<file path="src/pll_cfg_pkg.sv">
// Behaviour
// - Reference divider divides by its 7-bit setting plus one, 1 to 128.
// - Feedback divider multiplies by its 7-bit setting plus one, 1 to 128.
// - Each output divider divides by its 5-bit setting plus one, 1 to 32.
// - Selector code 0 bypasses loop; source tick goes straight to global output.
// - Selector code 2 drives the output from the feedback divider.
// - Codes 4,5,6,7 pick oscillator taps at 0, 270, 180, 90 degrees.
// - Loop reference and three paths pick hardwired, external or core source.
package pll_cfg_pkg;
  localparam int ADDR_W = 8;
  localparam int DATA_W = 32;
  localparam int ACC_W  = 11;

  localparam logic [7:0] OFS_DIVIDE = 8'h00;
  localparam logic [7:0] OFS_SELECT = 8'h04;
  localparam logic [7:0] OFS_SOURCE = 8'h08;
  localparam logic [7:0] OFS_RATIO  = 8'h0c;
  localparam logic [7:0] OFS_DENOM_A = 8'h10;
  localparam logic [7:0] OFS_DENOM_B = 8'h14;
  localparam logic [7:0] OFS_DENOM_C = 8'h18;
  localparam logic [7:0] OFS_STATUS  = 8'h1c;

  localparam int REF_DIV_POS = 0;
  localparam int FB_DIV_POS  = 8;
  localparam int OUT_DIV_POS = 16;
  localparam int OUT_DIV_STEP = 5;
  localparam int SEL_STEP     = 3;
  localparam int SRC_STEP     = 6;

  localparam logic [6:0] REF_DIV_RESET = 7'h00;
  localparam logic [6:0] FB_DIV_RESET  = 7'h00;
  localparam logic [4:0] OUT_DIV_RESET = 5'h00;
  localparam logic [2:0] SEL_RESET     = 3'h0;
  localparam logic [5:0] SRC_RESET     = 6'h00;

  localparam logic [2:0] SEL_BYPASS   = 3'h0;
  localparam logic [2:0] SEL_FEEDBACK = 3'h2;
  localparam logic [2:0] SEL_TAP_0    = 3'h4;
  localparam logic [2:0] SEL_TAP_270  = 3'h5;
  localparam logic [2:0] SEL_TAP_180  = 3'h6;
  localparam logic [2:0] SEL_TAP_90   = 3'h7;

  localparam logic [1:0] SRC_HARDWIRED = 2'h0;
  localparam logic [1:0] SRC_EXTERNAL  = 2'h1;
  localparam logic [1:0] SRC_CORE      = 2'h2;
  localparam int HARDWIRED_COUNT = 9;
  localparam logic [3:0] HW_INDEX_MAX = 4'h8;
endpackage

</file>
<file path="src/pll_divider_phase_select.sv">
// The address map and the address-and-strobe port are this design's own decisions.
`timescale 1ns/1ns
module pll_divider_phase_select (
  input  wire logic        clock,
  input  wire logic        rst,
  input  wire logic [7:0]  addr,
  input  wire logic [31:0] wdata,
  input  wire logic        write_strobe,
  input  wire logic        read_strobe,
  input  wire logic [8:0]  hardwired_in,
  input  wire logic [3:0]  external_in,
  input  wire logic [3:0]  core_in,
  output logic [31:0]      rdata,
  output logic             global_output_a,
  output logic             global_output_b,
  output logic             global_output_c
);
  localparam int AW = pll_cfg_pkg::ACC_W;

  typedef struct packed {
    logic [6:0]      ref_div;
    logic [6:0]      fb_div;
    logic [2:0][4:0] out_div;
    logic [2:0][2:0] out_sel;
    logic [3:0][5:0] src_cfg;
    logic [3:0]      picked;
    logic [AW-1:0]   acc;
    logic [1:0]      phase;
    logic            vco_tick;
    logic [2:0]      glob;
    logic [31:0]     rdata;
  } top_state_t;

  top_state_t s;
  top_state_t next_s;

  logic       ref_div_tick;
  logic       fb_tick;
  logic [3:0] taps;
  logic [2:0] div_in;
  logic [2:0] div_out;

  // Source select shared by loop reference and the three delay-only paths
  function automatic logic pick_source(input logic [5:0] cfg, input logic [8:0] hw,
                                       input logic ext, input logic core);
    logic r;
    r = 1'b0;
    if (cfg[1:0] == pll_cfg_pkg::SRC_HARDWIRED) begin
      // Out-of-range pin index reads as idle; placement is software's job
      if (cfg[5:2] <= pll_cfg_pkg::HW_INDEX_MAX) begin
        r = hw[cfg[5:2]];
      end
    end else if (cfg[1:0] == pll_cfg_pkg::SRC_EXTERNAL) begin
      r = ext;
    end else if (cfg[1:0] == pll_cfg_pkg::SRC_CORE) begin
      r = core;
    end
    return r;
  endfunction

  // Tap order in the selector is 0, 270, 180, 90 degrees
  function automatic logic route_tap(input logic [2:0] sel, input logic [3:0] t,
                                     input logic fb);
    logic r;
    r = 1'b0;
    case (sel)
      pll_cfg_pkg::SEL_FEEDBACK: r = fb;
      pll_cfg_pkg::SEL_TAP_0:    r = t[0];
      pll_cfg_pkg::SEL_TAP_270:  r = t[3];
      pll_cfg_pkg::SEL_TAP_180:  r = t[2];
      pll_cfg_pkg::SEL_TAP_90:   r = t[1];
      default:                   r = 1'b0;
    endcase
    return r;
  endfunction

  function automatic logic [31:0] denom(input logic [6:0] in_div, input logic [4:0] o_div);
    logic [12:0] p;
    p = ({6'h00, in_div} + 13'h0001) * ({8'h00, o_div} + 13'h0001);
    return {19'h00000, p};
  endfunction

  always_comb begin
    logic [AW:0] sum;
    sum = '0;
    next_s = s;
    next_s.rdata = '0;
    if (write_strobe) begin
      if (addr == pll_cfg_pkg::OFS_DIVIDE) begin
        next_s.ref_div = wdata[pll_cfg_pkg::REF_DIV_POS +: 7];
        next_s.fb_div  = wdata[pll_cfg_pkg::FB_DIV_POS +: 7];
        for (int i = 0; i < 3; i++) begin
          next_s.out_div[i] = wdata[pll_cfg_pkg::OUT_DIV_POS + i*pll_cfg_pkg::OUT_DIV_STEP +: 5];
        end
      end else if (addr == pll_cfg_pkg::OFS_SELECT) begin
        for (int i = 0; i < 3; i++) begin
          next_s.out_sel[i] = wdata[i*pll_cfg_pkg::SEL_STEP +: 3];
        end
      end else if (addr == pll_cfg_pkg::OFS_SOURCE) begin
        for (int i = 0; i < 4; i++) begin
          next_s.src_cfg[i] = wdata[i*pll_cfg_pkg::SRC_STEP +: 6];
        end
      end
    end
    if (read_strobe) begin
      if (addr == pll_cfg_pkg::OFS_DIVIDE) begin
        next_s.rdata = {1'b0, s.out_div, 1'b0, s.fb_div, 1'b0, s.ref_div};
      end else if (addr == pll_cfg_pkg::OFS_SELECT) begin
        next_s.rdata = {23'h000000, s.out_sel};
      end else if (addr == pll_cfg_pkg::OFS_SOURCE) begin
        next_s.rdata = {8'h00, s.src_cfg};
      end else if (addr == pll_cfg_pkg::OFS_RATIO) begin
        next_s.rdata = {24'h000000, {1'b0, s.fb_div} + 8'h01};
      end else if (addr == pll_cfg_pkg::OFS_DENOM_A) begin
        next_s.rdata = denom(s.ref_div, s.out_div[0]);
      end else if (addr == pll_cfg_pkg::OFS_DENOM_B) begin
        next_s.rdata = denom(s.ref_div, s.out_div[1]);
      end else if (addr == pll_cfg_pkg::OFS_DENOM_C) begin
        next_s.rdata = denom(s.ref_div, s.out_div[2]);
      end else if (addr == pll_cfg_pkg::OFS_STATUS) begin
        for (int i = 0; i < 3; i++) begin
          next_s.rdata[i] = (s.out_sel[i] == 3'h1) || (s.out_sel[i] == 3'h3);
        end
        next_s.rdata[3] = (s.acc != '0);
        next_s.rdata[5:4] = s.phase;
      end
    end
    for (int i = 0; i < 4; i++) begin
      next_s.picked[i] = pick_source(s.src_cfg[i], hardwired_in, external_in[i], core_in[i]);
    end
    // Oscillator runs at four times the tap rate so each tap is a quarter period apart.
    // Credits saturate: a reference too fast for the clock loses ticks, not state.
    sum = {1'b0, s.acc};
    if (ref_div_tick) begin
      sum = sum + (AW+1)'({({1'b0, s.fb_div} + 8'h01), 2'b00});
    end
    next_s.vco_tick = 1'b0;
    if (s.acc != '0) begin
      next_s.vco_tick = 1'b1;
      sum = sum - (AW+1)'(1);
    end
    next_s.acc = sum[AW] ? {AW{1'b1}} : sum[AW-1:0];
    if (s.vco_tick) begin
      next_s.phase = s.phase + 2'h1;
    end
    for (int i = 0; i < 3; i++) begin
      if (s.out_sel[i] == pll_cfg_pkg::SEL_BYPASS) begin
        next_s.glob[i] = s.picked[i+1];
      end else if (s.out_sel[i] == 3'h1 || s.out_sel[i] == 3'h3) begin
        next_s.glob[i] = 1'b0;
      end else begin
        next_s.glob[i] = div_out[i];
      end
    end
  end

  always_ff @(posedge clock or posedge rst) begin
    if (rst) begin
      s <= '0;
      s.ref_div <= pll_cfg_pkg::REF_DIV_RESET;
      s.fb_div  <= pll_cfg_pkg::FB_DIV_RESET;
      s.out_div <= {3{pll_cfg_pkg::OUT_DIV_RESET}};
      s.out_sel <= {3{pll_cfg_pkg::SEL_RESET}};
      s.src_cfg <= {4{pll_cfg_pkg::SRC_RESET}};
    end else begin
      s <= next_s;
    end
  end

  generate
    for (genvar k = 0; k < 4; k++) begin : g_tap
      assign taps[k] = s.vco_tick && (s.phase == 2'(k));
    end
  endgenerate

  tick_divider #(.W(7)) ref_divider (
    .clock          (clock),
    .rst            (rst),
    .tick_in        (s.picked[0]),
    .divide_setting (s.ref_div),
    .tick_out       (ref_div_tick)
  );

  // Feedback closes on the 0 degree tap, so its rate equals the divided reference
  tick_divider #(.W(7)) fb_divider (
    .clock          (clock),
    .rst            (rst),
    .tick_in        (taps[0]),
    .divide_setting (s.fb_div),
    .tick_out       (fb_tick)
  );

  generate
    for (genvar i = 0; i < 3; i++) begin : g_out
      assign div_in[i] = route_tap(s.out_sel[i], taps, fb_tick);
      tick_divider #(.W(5)) out_divider (
        .clock          (clock),
        .rst            (rst),
        .tick_in        (div_in[i]),
        .divide_setting (s.out_div[i]),
        .tick_out       (div_out[i])
      );
    end
  endgenerate

  assign rdata           = s.rdata;
  assign global_output_a = s.glob[0];
  assign global_output_b = s.glob[1];
  assign global_output_c = s.glob[2];
endmodule

</file>
<file path="src/tick_divider.sv">
`timescale 1ns/1ns
module tick_divider #(
  parameter int W = 7
) (
  input  wire logic         clock,
  input  wire logic         rst,
  input  wire logic         tick_in,
  input  wire logic [W-1:0] divide_setting,
  output logic              tick_out
);
  typedef struct packed {
    logic [W-1:0] count;
    logic         out;
  } div_state_t;

  div_state_t s;
  div_state_t next_s;

  always_comb begin
    next_s = s;
    next_s.out = 1'b0;
    if (tick_in) begin
      // Divisor is setting plus one; setting 0 passes every tick
      if (s.count >= divide_setting) begin
        next_s.count = '0;
        next_s.out = 1'b1;
      end else begin
        next_s.count = s.count + W'(1);
      end
    end
  end

  always_ff @(posedge clock or posedge rst) begin
    if (rst) begin
      s <= '0;
    end else begin
      s <= next_s;
    end
  end

  assign tick_out = s.out;
endmodule

</file>
<file path="config.mk">
export PLATFORM = sky130hd
export DESIGN_NAME = pll_divider_phase_select
export DESIGN_NICKNAME = d
export VERILOG_FILES = /design/src/pll_cfg_pkg.sv /design/src/pll_divider_phase_select.sv /design/src/tick_divider.sv
export SDC_FILE = /design/constraint.sdc
export NUM_CORES = 1
export LEC_CHECK = 0
export BUFFER_PORTS_ARGS = -buffer_cell sky130_fd_sc_hd__buf_2
export CORE_MARGIN = 10
export CORE_UTILIZATION = 62
export DETAILED_ROUTE_END_ITERATION = 8
export PLACE_DENSITY = 0.87
export SLEW_MARGIN = 40
export SYNTH_ARGS = -nofsm -noshare
export SYNTH_HDL_FRONTEND = slang
export SYNTH_SLANG_ARGS = --single-unit
</file>
<file path="constraint.sdc">
create_clock -name clock -period 6.6 [get_ports clock]
set_input_delay 1.32 -clock clock [delete_from_list [all_inputs] [get_ports clock]]
set_output_delay 1.32 -clock clock [all_outputs]
set_load 0.02 [all_outputs]
</file>
==> impl_metrics.yaml <==
run_status:
  run_status: "completed"
timing:
  rsz0062_at_grt: "false"
  skew_ps: 18.43
  setup_tns_ps: 0
  min_period_over_period_pct: 92.80
  worst_slack_ps: 475.3
  fmax_mhz: 163.3
  worst_slew_pin_slew_ps: 857.9
  hold_viol_final: 0
  setup_violations: 0
  slew_violations: 0
  period_needed_ps: 6125
  relSlewSlack_pct: 41.33
synthesis:
  avgSynthCellArea_um2: 9.440
  syn_area_um2: 12870
  synthDistinctLibCells: 65
  ys_seq_elements: 148
  synthDominantCellAreaShare_pct: 28.78
  yosys_warnings: 0
  netlist_instances: 1363
  synth_edf_count: 0
  ys_top_cells_by_area: "dfrtp_1 29%, fa_1 11%, ha_1 11%"
  synthArstFlopShare_pct: 100.0
  yosys_most_used_dff: "dfrtp_1"
  synth-seq-area-share_pct: 28.78
  yosys.area.top_type: "dfrtp_1"
  yosys-top-cells-count: "152 x inv_1, 148 x dfrtp_1, 145 x nor2_1"
  synth_most_common_cell: "inv_1"
  syn_nets: 1612
route:
  drt_iter0_drc: 1122
  num_vias: 10520
  antenna_left: 0
  wl_per_cell_um: 20.37
  drtPass1Iterations: 8
  drc: 0
  wl_um: 34570
  avgViaCountPerCell: 6.202
setup_path:
  cp-startpoint: "s[113]"
  worstSetupStartpointType: "flop"
  crit_type: "reg -> reg"
  r2r-start: "s[113]"
  cp.required_ps: 6970
  cp-end-kind: "flop"
  crit_fanout: 13
  critical_path_arrival_ps: 6500
pwr:
  clockPowerShare_pct: 35.1
  combPwrFrac_pct: 26.2
  p_leak_nw: 6.938
  vdd_drop_max_v: 0.0002206
  pwr_density_cell_nw_per_um2: 203.6
  p_int_mw: 1.828
  p_sw_mw: 1.025
  p_seq_share_pct: 38.7
  p_sw_share_pct: 35.93
grt:
  use_met3_pct: 6.758
  grt_max_degree: 104
  grt_first_pass_wirelength_um: 56790
  grt_overflow: 0
  antenna_found_initial: 1
  track_usage_pct: 26.48
  use_met2_pct: 44.27
  grt_pass1_vias: 10770
  busiest_layer: "met2"
  use_met1_pct: 32.09
flow_run:
  cap_violations: 0
layout:
  seq_area_um2: 3704
  fillers: 1494
  syn2layout_area_growth_pct: 8.907
  drive_gt1_share_pct: 17.39
  multi_input_area_um2: 8207
  fin_nets: 1662
cts:
  cts_resized: 0
  hold_buffers: 0
  cts_root_buf: "clkbuf_16"
  clock_path_buffers: 2
  clk_pin_slew_ps: 70
  worst_skew_pair.late_latency_ps: 440
  cts_tree: "done"
  cts-buffers-inserted: 17
  cts_max_level: 4
  clock_sinks: 148
  post_cts.repair.setup_buffers: 0
floorplanning:
  rows: 52
  coreArea_um2: 20300
  start_util_pct: 63.39
  dieHeight_um: 164.1
  die-area_um2: 26920
  fp.dieW_um: 164.1
  pin_count: 96
place:
  place.gp.congestion: 0.9772
  dp_hpwl_um: 25450
  portBuffers: 93
  pre_cts_ws_ps: 853.5
worst_hold_path:
  hp-start: "g_out[1].out_divider.s[5]"
  hp-class: "reg -> reg"
## cells in the final DEF (no fill, tap or decap), types with 5 or more instances in the layout
cell	count
fa_1	73
nand3b_1	5
clkbuf_16	17
nand3_1	30
mux2i_1	14
nand4_1	9
dfrtp_1	148
a31oi_1	11
a22o_1	15
buf_2	93
nor2b_1	33
nor3_1	19
nor2_1	145
a22oi_1	7
mux4_2	12
a21boi_0	6
and2_1	17
inv_8	6
mux2_2	54
o21ai_0	64
o211ai_1	8
buf_4	14
or2_2	22
nand2b_1	29
o31ai_1	7
inv_1	151
o21a_1	6
a211oi_1	8
ha_1	115
and3_1	6
o22ai_1	5
nand2_1	76
xor2_1	18
xnor2_1	47
a21o_1	19
a21oi_1	46
mux2_4	10
clkinv_8	5
## sequential cells by signal, summed over array words and instances, names as in the netlist, 3 cells and up
signal                      count
fb_divider.s                    7
rdata                          31
ref_divider.s                   7
g_out.out_divider.tick_out      3
g_out.out_divider.s            15
s                              80
## metrics by stage
step	power [mW]	utilization [%]	hold WS, ps	cell area, um2	std cells
CTS	2.837	68.93	502.9	13990	1696
floorplan	1.634	-	451.5	12870	1363
global placement	1.801	65.88	479.5	13370	1664
detailed placement	1.836	65.91	479.1	13380	1664
finish	2.854	69.03	500.9	14010	1697
global route	2.989	69.03	538.4	14010	1697
## cell type report
type / instances / area share, %
repair buffers: 107 / 4.071
multi-input cells: 987 / 58.56
diodes: 1 / 0.01786
clock buffers: 17 / 3.036
inverters: 152 / 4.125
flip-flops and latches: 148 / 26.43
well taps: 270 / 2.411
clock inverters: 15 / 1.348
## power groups by stage
stage | Clock [mW] | Sequential, mW | Combinational [mW]
6_report | 1.00 | 1.10 | 0.747
4_1_cts | 1.00 | 1.10 | 0.734
2_1_floorplan | 0 | 1.08 | 0.557
5_1_grt | 1.04 | 1.11 | 0.835
3_3_place_gp | 0 | 1.11 | 0.690
3_5_place_dp | 0 | 1.11 | 0.721
## worst paths after layout
kind / cells after the start / to / slack, ps
max in group asynchronous: 3 / s[87] / 4470
min: 1 / g_out[1].out_divider.s[5] / 500
max reg2reg: 20 / rdata[11] / 480
min reg2reg: 1 / g_out[1].out_divider.s[5] / 500
min in group asynchronous: 2 / s[95] / 1000
max: 20 / rdata[11] / 480
## routing by layer
| metal | share of wire (%) | vias to the layer above |
|---|---|---|
| met3 | 9.2 | 145 |
| met5 | 0 | - |
| li1 | - | 4688 |
| met1 | 38 | 5195 |
| met4 | 4.1 | 0 |
| met2 | 49 | 496 |
## cell families after synthesis
| group | after synthesis | synth area share (%) |
|---|---|---|
| xor+xnor | 68 | 4.687 |
| compound gates | 228 | 11.48 |
| mux | 90 | 9.082 |
| simple gates | 412 | 15.68 |
| buf+inv | 228 | 7.711 |
| flops | 148 | 28.78 |
| fa+ha+maj | 188 | 22.54 |
| other cells | 1 | 0.02914 |
## critical path, stage by stage, from the launching register on
cell and delay (ps):
dfrtp_1 480, inv_1 140, nor3_1 320, nand3_1 170
xnor2_2 640, nor2_1 120, fa_1 470, fa_1 510
inv_1 80, fa_1 540, inv_1 50, ha_1 320
o21a_1 130, o21ai_0 240, nand2b_1 120, a41oi_1 260
xnor2_1 200, a21oi_1 100, a2111oi_0 800, buf_4 250
a221o_1 110
(Power assumes the default switching activity.)
